File: src/hdl/pbc_pkg.sv
// pbc_pkg: register map, field positions and carriers for the phy base config bank
// assumes an axi4-lite master with 32-bit data, one aligned word per register
package pbc_pkg;

  // ------------------------------------------------------------------
  // register map
  // ------------------------------------------------------------------
  localparam logic [3:0] PBC_IDX_SPEED_DELAY = 4'h3;
  localparam logic [3:0] PBC_IDX_LINK_CFG    = 4'h4;
  localparam logic [3:0] PBC_IDX_INT_CTRL    = 4'h5;
  localparam int         PBC_ADDR_W          = 6;
  localparam logic [5:0] PBC_ADDR_SPEED_DELAY = 6'h0c;
  localparam logic [5:0] PBC_ADDR_LINK_CFG    = 6'h10;
  localparam logic [5:0] PBC_ADDR_INT_CTRL    = 6'h14;

  // ------------------------------------------------------------------
  // fixed capability values
  // ------------------------------------------------------------------
  localparam logic [2:0] PBC_SPEED_VAL  = 3'h2;
  localparam logic [3:0] PBC_DELAY_VAL  = 4'h0;
  localparam logic [2:0] PBC_JITTER_VAL = 3'h0;

  // ------------------------------------------------------------------
  // field positions within the low byte
  // ------------------------------------------------------------------
  localparam int PBC_B_LCTL   = 7;
  localparam int PBC_B_CONT   = 6;
  localparam int PBC_B_RIE    = 7;
  localparam int PBC_B_SRR    = 6;
  localparam int PBC_B_CTO    = 5;
  localparam int PBC_B_CPD    = 4;
  localparam int PBC_B_STO    = 3;
  localparam int PBC_B_PEV    = 2;

  // ------------------------------------------------------------------
  // reset values
  // ------------------------------------------------------------------
  localparam logic PBC_RST_LCTL = 1'b1;
  localparam logic PBC_RST_CPD  = 1'b1;
  localparam logic PBC_RST_ZERO = 1'b0;

  // ------------------------------------------------------------------
  // timing
  // ------------------------------------------------------------------
  localparam int CLK_PERIOD_PS      = 20000;
  localparam int SHORT_RESET_NS_X10 = 13;
  localparam int SHORT_RESET_CYC    = (SHORT_RESET_NS_X10 * 100000 + CLK_PERIOD_PS - 1)
                                      / CLK_PERIOD_PS;
  localparam int PBC_CNT_W          = 7;

  // ------------------------------------------------------------------
  // carriers
  // ------------------------------------------------------------------
  typedef struct packed {
    logic       link_active;   // self-id bit 9
    logic       contender;     // self-id bit 20
    logic [2:0] power_class;   // self-id bits 21-23
  } pbc_selfid_t;

  typedef struct packed {
    logic resume_start;        // pulse: resume begins on any port
    logic config_timeout;      // pulse: tree-id start timeout
    logic state_timeout;       // pulse: state machine timeout
    logic bus_reset;           // pulse: a bus reset happened
  } pbc_events_t;

  typedef enum logic [2:0] {
    PBC_SR_IDLE = 3'b001,
    PBC_SR_WAIT = 3'b010,
    PBC_SR_RUN  = 3'b100
  } pbc_sr_state_t;

endpackage : pbc_pkg

File: src/hdl/pbc_regs.sv
// pbc_regs: link/contender/power config and interrupt/reset control bank
// assumes aresetn is the hardware reset and bus resets arrive as event pulses
//
// Behaviour
// - delay field reads fixed zero
// - self-id link bit is control AND power
// - link control sets on hardware reset only
// - link interface follows power status input only
// - contender bit copied to self-id
// - contender loaded from pin at reset
// - jitter field reads fixed zero
// - power class copied to self-id
// - power class loaded from straps at reset
// - resume enable gates port event flag
// - short reset request starts 1.3 us reset
// - short reset may become long reset
// - config timeout flag, write-one clears
// - config timeout wakes inactive link while resume enable set
// - loop nodes report config timeout only
// - cable power drop flag on falling edge
// - state timeout flag, forces bus reset
// - state timeout wakes inactive link while resume enable set
// - port event flag on resume start
`timescale 1ns/1ps
module pbc_regs (
  input  wire logic                          aclk,            // 50 mhz clock
  input  wire logic                          aresetn,         // hardware reset, low
  input  wire logic [pbc_pkg::PBC_ADDR_W-1:0] s_axi_awaddr,   // write address
  input  wire logic                          s_axi_awvalid,   // write address valid
  output logic                               s_axi_awready,   // write address ready
  input  wire logic [31:0]                   s_axi_wdata,     // write data
  input  wire logic [3:0]                    s_axi_wstrb,     // byte strobes
  input  wire logic                          s_axi_wvalid,    // write data valid
  output logic                               s_axi_wready,    // write data ready
  output logic [1:0]                         s_axi_bresp,     // write response
  output logic                               s_axi_bvalid,    // write response valid
  input  wire logic                          s_axi_bready,    // write response ready
  input  wire logic [pbc_pkg::PBC_ADDR_W-1:0] s_axi_araddr,   // read address
  input  wire logic                          s_axi_arvalid,   // read address valid
  output logic                               s_axi_arready,   // read address ready
  output logic [31:0]                        s_axi_rdata,     // read data
  output logic [1:0]                         s_axi_rresp,     // read response
  output logic                               s_axi_rvalid,    // read valid
  input  wire logic                          s_axi_rready,    // read ready
  input  wire logic                          link_power_status_input, // link powered pin
  input  wire logic                          cable_power_status_input, // cable power pin
  input  wire logic                          contender_linkon_in,     // pin level in
  input  wire logic [2:0]                    power_class_straps,      // strap pins
  input  wire pbc_pkg::pbc_events_t          events,          // core event pulses
  input  wire logic                          short_reset_ready, // core can arbitrate now
  output pbc_pkg::pbc_selfid_t               selfid,          // self-id fields
  output logic                               link_if_enable,  // link interface on
  output logic                               short_reset_go,  // core: start short reset
  output logic                               contender_linkon_out, // link-on drive
  output logic                               contender_linkon_oe_n // low while driving
);
  import pbc_pkg::*;

  // ------------------------------------------------------------------
  // pin synchronisers (three stages, change when last two agree)
  // ------------------------------------------------------------------
  logic [2:0] lnk_sync;
  logic [2:0] cbl_sync;
  logic       lnk_state;
  logic       cbl_state;
  logic       cbl_prev;

  always_ff @(posedge aclk) begin
    if (!aresetn) begin
      lnk_sync <= 3'h0;
      cbl_sync <= 3'h0;
    end else begin
      lnk_sync <= {lnk_sync[1:0], link_power_status_input};
      cbl_sync <= {cbl_sync[1:0], cable_power_status_input};
    end
  end

  always_ff @(posedge aclk) begin
    if (!aresetn) begin
      lnk_state <= 1'b0;
      cbl_state <= 1'b0;
      cbl_prev  <= 1'b0;
    end else begin
      if (lnk_sync[1] == lnk_sync[2]) begin
        lnk_state <= lnk_sync[2];
      end
      if (cbl_sync[1] == cbl_sync[2]) begin
        cbl_state <= cbl_sync[2];
      end
      cbl_prev <= cbl_state;
    end
  end

  wire cbl_fall = cbl_prev & ~cbl_state;

  // ------------------------------------------------------------------
  // strap capture after reset release
  // ------------------------------------------------------------------
  // straps are caught by the first clocked edge after release, never by the reset itself
  logic strap_pending;
  always_ff @(posedge aclk) begin
    if (!aresetn) begin
      strap_pending <= 1'b1;
    end else begin
      strap_pending <= 1'b0;
    end
  end

  // ------------------------------------------------------------------
  // axi4-lite write channel
  // ------------------------------------------------------------------
  logic                  aw_held;
  logic                  w_held;
  logic [PBC_ADDR_W-1:0] aw_addr;
  logic [31:0]           w_data;
  logic                  w_lane0;

  wire aw_take  = s_axi_awvalid & s_axi_awready;
  wire w_take   = s_axi_wvalid & s_axi_wready;
  wire have_aw  = aw_held | aw_take;
  wire have_w   = w_held | w_take;
  wire wr_fire  = have_aw & have_w & ~s_axi_bvalid;
  wire [PBC_ADDR_W-1:0] wr_addr = aw_held ? aw_addr : s_axi_awaddr;
  wire [31:0]           wr_data = w_held ? w_data : s_axi_wdata;
  wire                  wr_lane = w_held ? w_lane0 : s_axi_wstrb[0];

  function automatic logic [1:0] pbc_decode(input logic [PBC_ADDR_W-1:0] addr);
    case (addr)
      PBC_ADDR_SPEED_DELAY: pbc_decode = 2'h1;
      PBC_ADDR_LINK_CFG:    pbc_decode = 2'h2;
      PBC_ADDR_INT_CTRL:    pbc_decode = 2'h3;
      default:              pbc_decode = 2'h0;
    endcase
  endfunction : pbc_decode

  wire wr_hit_cfg = wr_fire & wr_lane & (pbc_decode(wr_addr) == 2'h2);
  wire wr_hit_int = wr_fire & wr_lane & (pbc_decode(wr_addr) == 2'h3);

  always_ff @(posedge aclk) begin
    if (!aresetn) begin
      s_axi_awready <= 1'b0;
      s_axi_wready  <= 1'b0;
      aw_held       <= 1'b0;
      w_held        <= 1'b0;
      aw_addr       <= '0;
      w_data        <= 32'h0;
      w_lane0       <= 1'b0;
    end else begin
      s_axi_awready <= ~have_aw & ~wr_fire;
      s_axi_wready  <= ~have_w & ~wr_fire;
      if (wr_fire) begin
        aw_held <= 1'b0;
        w_held  <= 1'b0;
      end else begin
        if (aw_take) begin
          aw_held <= 1'b1;
          aw_addr <= s_axi_awaddr;
        end
        if (w_take) begin
          w_held  <= 1'b1;
          w_data  <= s_axi_wdata;
          w_lane0 <= s_axi_wstrb[0];
        end
      end
    end
  end

  always_ff @(posedge aclk) begin
    if (!aresetn) begin
      s_axi_bvalid <= 1'b0;
      s_axi_bresp  <= 2'h0;
    end else if (wr_fire) begin
      s_axi_bvalid <= 1'b1;
      // unmapped addresses answer slverr
      s_axi_bresp  <= (pbc_decode(wr_addr) == 2'h0) ? 2'h2 : 2'h0;
    end else if (s_axi_bready) begin
      s_axi_bvalid <= 1'b0;
    end
  end

  // ------------------------------------------------------------------
  // link / contender / power class register
  // ------------------------------------------------------------------
  logic       link_active_control;
  logic       contender;
  logic [2:0] power_class;

  always_ff @(posedge aclk) begin
    if (!aresetn) begin
      link_active_control <= PBC_RST_LCTL;
      contender           <= PBC_RST_ZERO;
      power_class         <= 3'h0;
    end else if (strap_pending) begin
      contender   <= contender_linkon_in;
      power_class <= power_class_straps;
    end else if (wr_hit_cfg) begin
      // bus resets leave this register alone
      link_active_control <= wr_data[PBC_B_LCTL];
      contender           <= wr_data[PBC_B_CONT];
      power_class         <= wr_data[2:0];
    end
  end

  // ------------------------------------------------------------------
  // interrupt and reset control register
  // ------------------------------------------------------------------
  logic resume_interrupt_enable;
  logic short_reset_request;
  logic config_timeout_flag;
  logic cable_power_drop_flag;
  logic state_timeout_flag;
  logic port_event_flag;

  wire w1c_cto = wr_hit_int & wr_data[PBC_B_CTO];
  wire w1c_cpd = wr_hit_int & wr_data[PBC_B_CPD];
  wire w1c_sto = wr_hit_int & wr_data[PBC_B_STO];
  wire w1c_pev = wr_hit_int & wr_data[PBC_B_PEV];

  always_ff @(posedge aclk) begin
    if (!aresetn) begin
      resume_interrupt_enable <= PBC_RST_ZERO;
    end else if (wr_hit_int) begin
      resume_interrupt_enable <= wr_data[PBC_B_RIE];
    end
  end

  always_ff @(posedge aclk) begin
    if (!aresetn) begin
      config_timeout_flag <= PBC_RST_ZERO;
    end else if (events.config_timeout) begin
      config_timeout_flag <= 1'b1;
    end else if (w1c_cto) begin
      config_timeout_flag <= 1'b0;
    end
  end

  always_ff @(posedge aclk) begin
    if (!aresetn) begin
      cable_power_drop_flag <= PBC_RST_CPD;
    end else if (cbl_fall) begin
      cable_power_drop_flag <= 1'b1;
    end else if (w1c_cpd) begin
      cable_power_drop_flag <= 1'b0;
    end
  end

  always_ff @(posedge aclk) begin
    if (!aresetn) begin
      state_timeout_flag <= PBC_RST_ZERO;
    end else if (events.state_timeout) begin
      state_timeout_flag <= 1'b1;
    end else if (w1c_sto) begin
      state_timeout_flag <= 1'b0;
    end
  end

  always_ff @(posedge aclk) begin
    if (!aresetn) begin
      port_event_flag <= PBC_RST_ZERO;
    end else if (events.resume_start & resume_interrupt_enable) begin
      port_event_flag <= 1'b1;
    end else if (w1c_pev) begin
      port_event_flag <= 1'b0;
    end
  end

  // ------------------------------------------------------------------
  // short arbitrated bus reset sequencer
  // ------------------------------------------------------------------
  pbc_sr_state_t          sr_state;
  logic [PBC_CNT_W-1:0]   sr_count;
  localparam logic [PBC_CNT_W-1:0] SR_LAST = PBC_CNT_W'(SHORT_RESET_CYC - 1);

  // state timeout forces a bus reset, which also drops the request
  wire bus_reset_any = events.bus_reset | events.state_timeout;

  always_ff @(posedge aclk) begin
    if (!aresetn) begin
      short_reset_request <= PBC_RST_ZERO;
    end else if (bus_reset_any) begin
      short_reset_request <= 1'b0;
    end else if (wr_hit_int & wr_data[PBC_B_SRR]) begin
      short_reset_request <= 1'b1;
    end
  end

  // timed short reset
  // the core may still escalate to a long reset on legacy networks
  always_ff @(posedge aclk) begin
    if (!aresetn) begin
      sr_state       <= PBC_SR_IDLE;
      sr_count       <= '0;
      short_reset_go <= 1'b0;
    end else begin
      case (sr_state)
        PBC_SR_IDLE: begin
          short_reset_go <= 1'b0;
          if (short_reset_request) begin
            sr_state <= PBC_SR_WAIT;
          end
        end
        PBC_SR_WAIT: begin
          if (!short_reset_request) begin
            sr_state <= PBC_SR_IDLE;
          end else if (short_reset_ready) begin
            sr_state       <= PBC_SR_RUN;
            sr_count       <= '0;
            short_reset_go <= 1'b1;
          end
        end
        PBC_SR_RUN: begin
          if (sr_count == SR_LAST) begin
            short_reset_go <= 1'b0;
            sr_state       <= PBC_SR_IDLE;
          end else begin
            sr_count <= sr_count + 1'b1;
          end
        end
        default: begin
          sr_state       <= PBC_SR_IDLE;
          short_reset_go <= 1'b0;
        end
      endcase
    end
  end

  // ------------------------------------------------------------------
  // self-id fields, link interface and link-on request
  // ------------------------------------------------------------------
  always_ff @(posedge aclk) begin
    if (!aresetn) begin
      selfid                <= '0;
      link_if_enable        <= 1'b0;
      contender_linkon_out  <= 1'b0;
      contender_linkon_oe_n <= 1'b1;
    end else begin
      selfid.link_active <= link_active_control & lnk_state;
      selfid.contender   <= contender;
      selfid.power_class <= power_class;
      link_if_enable     <= lnk_state;
      contender_linkon_out  <= resume_interrupt_enable & ~lnk_state &
                               (config_timeout_flag | state_timeout_flag);
      contender_linkon_oe_n <= ~(resume_interrupt_enable & ~lnk_state &
                               (config_timeout_flag | state_timeout_flag));
    end
  end

  // ------------------------------------------------------------------
  // axi4-lite read channel
  // ------------------------------------------------------------------
  logic [7:0] rd_byte;
  always_comb begin
    rd_byte = 8'h0;
    case (pbc_decode(s_axi_araddr))
      2'h1: rd_byte = {PBC_SPEED_VAL, 1'b0, PBC_DELAY_VAL};
      2'h2: rd_byte = {link_active_control, contender, PBC_JITTER_VAL, power_class};
      2'h3: rd_byte = {resume_interrupt_enable, short_reset_request, config_timeout_flag,
                       cable_power_drop_flag, state_timeout_flag, port_event_flag, 2'h0};
      default: rd_byte = 8'h0;
    endcase
  end

  always_ff @(posedge aclk) begin
    if (!aresetn) begin
      s_axi_arready <= 1'b0;
      s_axi_rvalid  <= 1'b0;
      s_axi_rdata   <= 32'h0;
      s_axi_rresp   <= 2'h0;
    end else begin
      s_axi_arready <= ~s_axi_rvalid & ~(s_axi_arvalid & s_axi_arready);
      if (s_axi_arvalid & s_axi_arready) begin
        s_axi_rvalid <= 1'b1;
        s_axi_rdata  <= {24'h0, rd_byte};
        s_axi_rresp  <= (pbc_decode(s_axi_araddr) == 2'h0) ? 2'h2 : 2'h0;
      end else if (s_axi_rready) begin
        s_axi_rvalid <= 1'b0;
      end
    end
  end

endmodule : pbc_regs

File: config.mk
export PLATFORM = sky130hd
export DESIGN_NAME = pbc_regs
export DESIGN_NICKNAME = d
export VERILOG_FILES = /design/src/hdl/pbc_pkg.sv /design/src/hdl/pbc_regs.sv
export SDC_FILE = /design/constraint.sdc
export NUM_CORES = 1
export LEC_CHECK = 0
export ABC_AREA = 1
export BUFFER_PORTS_ARGS = -buffer_cell sky130_fd_sc_hd__buf_2
export CAP_MARGIN = 20
export CORE_ASPECT_RATIO = 1.2
export CORE_MARGIN = 1
export CORE_UTILIZATION = 35
export CTS_CLUSTER_DIAMETER = 150
export DETAILED_ROUTE_END_ITERATION = 8
export HOLD_SLACK_MARGIN = 0.05
export PLACE_DENSITY = 0.64
export SETUP_SLACK_MARGIN = 0.1
export SYNTH_ARGS = -nofsm -noshare
export SYNTH_HDL_FRONTEND = slang
export SYNTH_SLANG_ARGS = --single-unit
export TNS_END_PERCENT = 50
File: constraint.sdc
create_clock -name aclk -period 1.5 [get_ports aclk]
set_input_delay 0.3 -clock aclk [delete_from_list [all_inputs] [get_ports aclk]]
set_output_delay 0.3 -clock aclk [all_outputs]
set_load 0.01 [all_outputs]
==> summary by stage, run 1 <==
Status
The flow ran to the end, and the final reports show no timing, DRC or antenna violations.

Cells and area
The net total in the final layout is around 600. The filler cells instantiated in the layout total 929. The count of non-filler cells in the finished layout is 655. The post-layout utilization of the core is between 40% and 50%.

The sequential cell area in the final layout is around 1400 um2. The area growth from synthesis to layout is 26.5%. In the layout the commonest cells are nand2_1, dfxtp_1, buf_2, inv_1, nor2_1. The diode insertion count for antenna repair is 0. The most common library cell in the layout ignoring fill and taps is nand2_1. The finished cells cover about 4200 um2.

The area of the multi-input gates is 1610 um2. Cells with a size suffix above 1 make up 28.2% of the layout.

Logic synthesis
Dividing the synthesized area by the synthesized cell count gives around 7.3 um2. Synthesis produced 449 cells. After synthesis the cells add up to 3290 um2. After synthesis, the share of flip-flops with an asynchronous set or reset is 0%. Sequential cells were found to cover around 44% of the synthesized design area. The post-synthesis cell type count is 39. The synthesized design contains 72 register bits. For this run, the number of Yosys warnings is 0.

Yosys mapped a number of flops with a built-in enable equal to 0. The most instantiated flip-flop cell in the synthesis netlist is dfxtp_1.

Placement
The total placed cells including tap cells is 633. The placed instances occupy a cell area of ~3700 um2. The post-detailed-placement half-perimeter wirelength is 5260 um. The last weighted congestion value of the routability-driven placer is 0.776. Before CTS, the worst setup slack after placement is 0.0724 ns. Buffers placed on the I/O ports in this run total 62.

STA
Across the routed clock network, the largest skew measured is between 0.009 and 0.01 ns. After layout, the worst setup slack is 0.116 ns. Setup violations remaining at the end of the flow were counted as 0.

The shortest period the worst path allows is 1.38 ns. On the final layout, the worst hold slack is 0.145 ns. Setup repair after global routing could not meet its margin everywhere.

Setup total negative slack on the finished layout was measured at 0 ns. The portion of the clock cycle consumed by the worst path in the final layout is about 92%. Based on the critical path, the design can be clocked at up to 723 MHz. The count of pins over their slew limit was 0.

The number of hold violations in the final report is 0.

Critical path
For the worst setup path, the data arrival time is 1.62 ns. The worst-path maximum fanout is 7. The most critical setup path has its startpoint at aw_held.

The launching element type of the critical path is a register. Data on the critical path is required at its endpoint by 1.74 ns. The cell depth of the worst flop-to-flop path is 10. The capture instance of the worst register-to-register path is power_class[0]. The kind of end point of the critical path is a register. Following the worst setup path forward leads to its endpoint at power_class[0].

By startpoint and endpoint, the worst setup path is classified as register to register. The minimum setup slack among reg-to-reg paths is 0.12 ns. In this run the critical register-to-register path is launched from aw_held.

Global route
The global router's overall resource usage is 15.3%. The remaining global-route overflow is 0. The initial antenna violation count is 0.

The first global-routing pass estimated 12100 um of wire. The number of global-route vias before repair is 2722. The maximum number of pins on one net before global-route repair is 48.

CTS
The clock-pin slew of the registers on the worst-case setup and hold paths is 0.08 ns. The number of clock buffers inserted by TritonCTS is 9. CTS built an H-tree with a depth of 3. The number of clock sinks is 72. The clock latency at the later pin of the worst-skew pair is roughly 0.34 ns. Counting along the longest clock path gives a buffer depth of 2. The TritonCTS clock tree is built. For this design, the CTS-stage hold fixing added 0 buffers. The library cell used as clock root buffer is clkbuf_8.

Drt
Before antenna repair, the detailed router went through 4 iterations. In this run the remaining antenna-violating nets after routing total 0. After detailed routing, the number of remaining DRC violations is 0. Detailed routing inserted a total of 2946 vias.

The number of vias per cell is 4.50. The initial detailed-routing violation count is 142. The aggregate routed wire length is 7440 um. Dividing the detail-routed wire length by the instance count gives 11.4 um.

Floorplanning
The die height is 108 um. The die covers 9800 um2. 116 I/O pins were placed. The core outline area is 9080 um2. The cell row count is 38. The initial standard-cell utilization of the core is 36.2%. Measured along the x axis, the die boundary spans 90.5 um.

Job
The number of violations of the max-capacitance limit is 0.

Worst hold path
The number of cells on the worst hold path is 3. The tightest min-delay check is of the input port to register type.

Pwr
The maximum resistive drop on vdd is 0.513 mV. The power density over cell area is 989 nW/um2. The final total power is 4.12 mW. The reported leakage power is roughly 2.0 nW.
## how the worst min path moves through the flow
stage | slack (ns) | to | startpoint
6_report | 0.15 | cbl_sync[0] | cable_power_status_input
5_1_grt | 0.15 | cbl_sync[0] | cable_power_status_input
4_1_cts | 0.13 | cbl_sync[0] | cable_power_status_input
3_5_place_dp | 0.40 | cbl_sync[1] | cbl_sync[0]
3_3_place_gp | 0.41 | lnk_sync[1] | lnk_sync[0]
2_1_floorplan | 0.39 | cbl_sync[1] | cbl_sync[0]
## routing by layer
layer  up-vias  share of wire [%]  track usage, %
met3         7                4.1            4.01
li1       1537                  -               -
met2        69                 50            26.8
met1      1333                 45            18.2
met4         0                1.1            4.72
met5         -                  0               0
## sequential cells by signal, indices dropped and copies added, names as in the netlist, 3 cells and up
signal	flops
sr_state	3
power_class	3
w_data	8
sr_count	7
s_axi_rdata	8
lnk_sync	3
aw_addr	6
cbl_sync	3
selfid	5
## critical path, cell delays in order, from the launching register on
cell and delay [ns]:
dfxtp_4 0.41, buf_6 0.14, nand3_2 0.10, nand2_4 0.10, inv_4 0.05, nor2_4 0.11
nand3_4 0.11, nand2_4 0.12, nand2_1 0.06, nand2_1 0.05, nor2_1 0.03
## cells by family (layout without fill, tap and decap cells)
logic type | after synthesis | after routing | share of synthesized area (%)
other | 1 | 26 | 0.114
xor gates and xnor gates | 3 | 3 | 0.799
and+or+nand+nor | 180 | 180 | 24.8
DFF | 72 | 72 | 43.8
muxes | 1 | 1 | 0.304
AOI/OAI and AO/OA | 88 | 88 | 14.5
buffers and inverters | 102 | 163 | 14.9
adders and majority gates | 2 | 2 | 0.760
## area by class of cell
class                      instances  share of cell area (%)
timing repair buffer              84                    12.4
multi-input combinational        300                    38.8
sequential                        72                    34.8
clock buffer                       9                    2.98
clock inverter                     7                    1.47
tap                              120                    3.61
inverter                          63                    5.95
## power breakdown
part	internal, mW	switching (mW)	total [mW]
logic	0.235	0.364	0.599
registers	2.00	0.0585	2.06
clock network	0.635	0.822	1.46
total	2.87	1.24	4.12
## synth_stat cells (4+ instances only)
cell type / n / area [um2]
buf_2: 5 / 25.0
a21oi_1: 37 / 185
dfxtp_1: 72 / 1440
o21ai_0: 35 / 175
nor2_1: 41 / 154
nand3_1: 19 / 95.1
nand4_1: 6 / 37.5
nor3_1: 4 / 20.0
clkbuf_1: 4 / 15.0
nand2_2: 4 / 25.0
nand2_1: 93 / 349
buf_4: 27 / 203
inv_1: 59 / 221
## what timing repair did
action / in CTS / in global routing
endpoints found under the hold margin: 0 / 0
resized for setup: 3 / 56
endpoints found under the setup margin: 7 / 28
setup buffers: 0 / 6
pin swaps: 1 / 19
Power figures use the tool's default switching activity.
==> inputs of run 2 (changes only) <==
ABC_AREA = unset   (was 1)
==> run 2 against run 1 <==
Effect of this change: the run now ends with negative setup slack left; via count is 14% lower; area after synthesis is 5.4% lower; global-route usage is 0.28 points higher; register-to-register slack worse by 0.38 ns; design area fell by 3.2%; first-iteration DRC count down 30%; critical path type unchanged.
==> summary by stage, run 2 <==
Status
The flow ran to the end, but the final reports show violations. The checks that failed: negative setup slack.

Critical path
The worst-path maximum fanout is 8 (+1). On the critical path, the stage with the largest delay is an instance of or4_4. The critical path buffer and inverter count is 0 (-2). The worst setup path is launched from a register. The cell type group with the largest total delay on the critical path is simple AND/OR/NAND/NOR gates. The data required time of the critical path came to 1.77 ns (+0.03 ns). The category of the critical setup timing path is register to register. The maximum cell stage delay along the critical path is 0.62 ns (+0.21 ns). STA classifies the critical path endpoint as a register. The data arrival time of the critical path is 2.03 ns (+0.41 ns). Walking the worst path, the cells encountered are nor4b_4 > o22ai_2 > or4_4 > o21ba_1 > o21ai_1.

The minimum setup slack among reg-to-reg paths came to -0.26 ns (-0.38 ns).

Global route
The global-route wire length before repair is 11200 um (-7.6%). The number of global-route vias before repair is 2421 (-11%). The global router's overall resource usage is 15.6% (+0.28 points). The maximum number of pins on one net before global-route repair came to 19 (-60%). The remaining global-route overflow came to 0 (unchanged). The initial antenna violation count is 0 (unchanged).

Drt
The aggregate routed wire length came to 6840 um (-8.1%). The number of vias per cell is 4.61 (+2.5%). The number of nets with antenna violations after routing is 0 (unchanged). The length of the first detailed-routing pass in iterations was 4 (unchanged). The initial detailed-routing violation count came to 99 (-30%). The total DRC errors in the routed layout is 0 (unchanged). The total vias in the final route is 2522 (-14%). The detailed-route wire length per cell is 12.5 um (+10%).

STA
The shortest period the worst path allows came to 1.76 ns (+0.376 ns). Setup repair after global routing could not meet its margin everywhere. The worst hold margin is 0.150 ns (+0.00499 ns). The count of pins over their slew limit came to 0 (unchanged).

The final worst slack is -0.260 ns (-0.376 ns). The portion of the clock cycle consumed by the worst path in the final layout is 117% (+25 points). The final setup violation count is 17 (+17). The highest attainable clock frequency came to 568 MHz (-21%). The number of hold violations in the final report is 0 (unchanged). The post-route clock skew is 0.00606 ns (-0.00297 ns).

Placement
The last weighted congestion value of the routability-driven placer is 0.841 (+8.3%). The cell area after placement is 3640 um2 (-2.2%). The total of buffers placed on input and output ports is 62 (unchanged). The post-detailed-placement half-perimeter wirelength is 4980 um (-5.2%).

Logic synthesis
The number of synthesis warnings came to 0 (unchanged). The count of flip-flops with a built-in enable after synthesis is 0 (unchanged). The fraction of synthesized cell area taken by the top area cell type came to 46.3% (+2.5 points). The share of async-settable or async-resettable flops after synthesis is 0% (unchanged). The top cell type by total area after synthesis is dfxtp_1. The most common cell in the netlist is dfxtp_1. The post-synthesis instance area is 3110 um2 (-5.4%).

The average instance area after synthesis came to 9.35 um2 (+28%). The number of cells produced by synthesis is 333 (-26%). The sequential area share after synthesis is 46.3% (+2.5 points).

By count the netlist is led by dfxtp_1, nor2_1, buf_4. The most used flip-flop cell after synthesis is dfxtp_1. The post-synthesis cell type count is 49 (+26%). The flip-flop and latch count after synthesis is 72 (unchanged).

Yosys attributes the largest share of cell area to dfxtp_1, mux2i_1, buf_4, nor2_1, a21oi_1.

Floorplanning
The area of the die is 9280 um2 (-5.3%). The initial standard-cell utilization of the core came to 36.2% (-0.084 points). The core outline area is 8610 um2 (-5.2%). The width of the chip came to 88.1 um (-2.7%). The cell row count is 37 (-2.6%). The die height is 105 um (-2.7%). The number of ports placed on the die boundary is 116 (unchanged).

CTS
The library cell used as clock root buffer is clkbuf_8. The clock latency at the later pin of the worst-skew pair is 0.34 ns (about the same). The clock-pin slew of the registers on the worst-case setup and hold paths was 0.07 ns (about the same).

The maximum level of the CTS H-tree came to 3 (unchanged). The number of clock buffers inserted by TritonCTS came to 9 (unchanged). The number of clock sinks came to 72 (unchanged).

The deepest clock path buffer count is 2 (unchanged). TritonCTS built the clock tree.

Cells and area
The layout-stage area growth over the synthesis result is 29.4%. The largest registers in the layout are s_axi_rdata (8), w_data (8), sr_count (7). Leaving out fill and tap cells, the most frequent cell in the layout is dfxtp_1. The share of layout cells above drive strength 1 is 35.6% (+7.4 points). The diode insertion count for antenna repair is 0 (unchanged). The net total in the final layout came to 493 (-18%). The final design instance area without fill is 4030 um2 (-3.2%). The library cells used most frequently in the layout, excluding fill and tap cells, are dfxtp_1, buf_2, nor2_1, buf_4, conb_1.

Pwr
The reported leakage power was 1.80 nW (-11%). The final total power is 3.92 mW (-4.9%). The maximum resistive drop on vdd is 0.470 mV (-8.4%). The power density over cell area was 973 nW/um2 (-1.7%).

Worst hold path
The worst hold path belongs to the class input port to register.

Job
The number of violations of the max-capacitance limit was 0 (unchanged).
run 2: cell types whose count changed after synthesis, moves of 15 or more:
| cell | before | now |
|---|---|---|
| nand2_1 | 93 | 15 |
| and2_1 | 0 | 15 |
| inv_1 | 59 | 6 |
| mux2i_1 | 1 | 26 |
| a21oi_1 | 37 | 22 |
| o21ai_0 | 35 | 15 |
run 2: cell families after synthesis:
family | Yosys count | synth area share (%)
muxes | 32 | 10.5
and+or+nand+nor | 118 | 20.8
xor gates and xnor gates | 7 | 1.97
DFF | 72 | 46.3
other | 1 | 0.120
AOI/OAI and AO/OA | 53 | 9.97
adders and majority gates | 2 | 0.804
buffers and inverters | 48 | 9.53
run 2: through the flow:
step / instances / setup TNS, ns / setup WS (ns) / utilization, %
finish: 547 / -2.25 / -0.260 / 46.8
global route: 547 / -3.52 / -0.341 / 46.8
CTS: 541 / -1.44 / -0.249 / 45.5
detailed placement: 524 / -4.39 / -0.422 / 42.3
global placement: 524 / -3.93 / -0.391 / 42.3
floorplan: 358 / -1.38 / -0.277 / -
run 2: layout make-up:
class / count / area (um2)
Fill cell: 858 / 4580
Multi-Input combinational cell: 238 / 1620
Sequential cell: 72 / 1450
Timing Repair Buffer: 97 / 601
Tap cell: 117 / 146
Clock buffer: 10 / 128
Clock inverter: 6 / 60.1
Inverter: 7 / 26.3
run 2: what timing repair did:
item                       CTS  global route
hold buffers                 0             0
buffers inserted             1             6
setup endpoints to repair   34            33
pin swaps                    4            19
gates resized for setup     26            16
run 2: where the power goes:
group,internal (mW),total [mW],leakage (nW),switching (mW)
clock network,0.760,1.47,0.0920,0.710
registers,1.97,2.02,0.589,0.0445
logic,0.205,0.433,1.12,0.227
total,2.94,3.92,1.80,0.981
run 2: worst reg2reg max path, delay by kind of cell, from the launching register on:
kind / cells / cell delay (ns)
and+or+nand+nor: 2 / 0.89
AOI/OAI and AO/OA: 3 / 0.43
DFF: 1 / 0.38
run 2: per-layer routing:
layer	vias to the layer above	global-route usage, %	wire length [um]
met2	67	24.7	3320
li1	1276	-	-
met5	-	0	0
met4	0	5.18	87
met3	8	5.25	376
met1	1171	19.6	3060
run 2: worst paths after layout:
| path | startpoint | depth (start not counted) | endpoint |
|---|---|---|---|
| max | aw_held | 5 | link_active_control |
| min reg2reg | cbl_sync[0] | 1 | cbl_sync[1] |
| max reg2reg | aw_held | 5 | link_active_control |
| min | events[0] | 2 | short_reset_request |
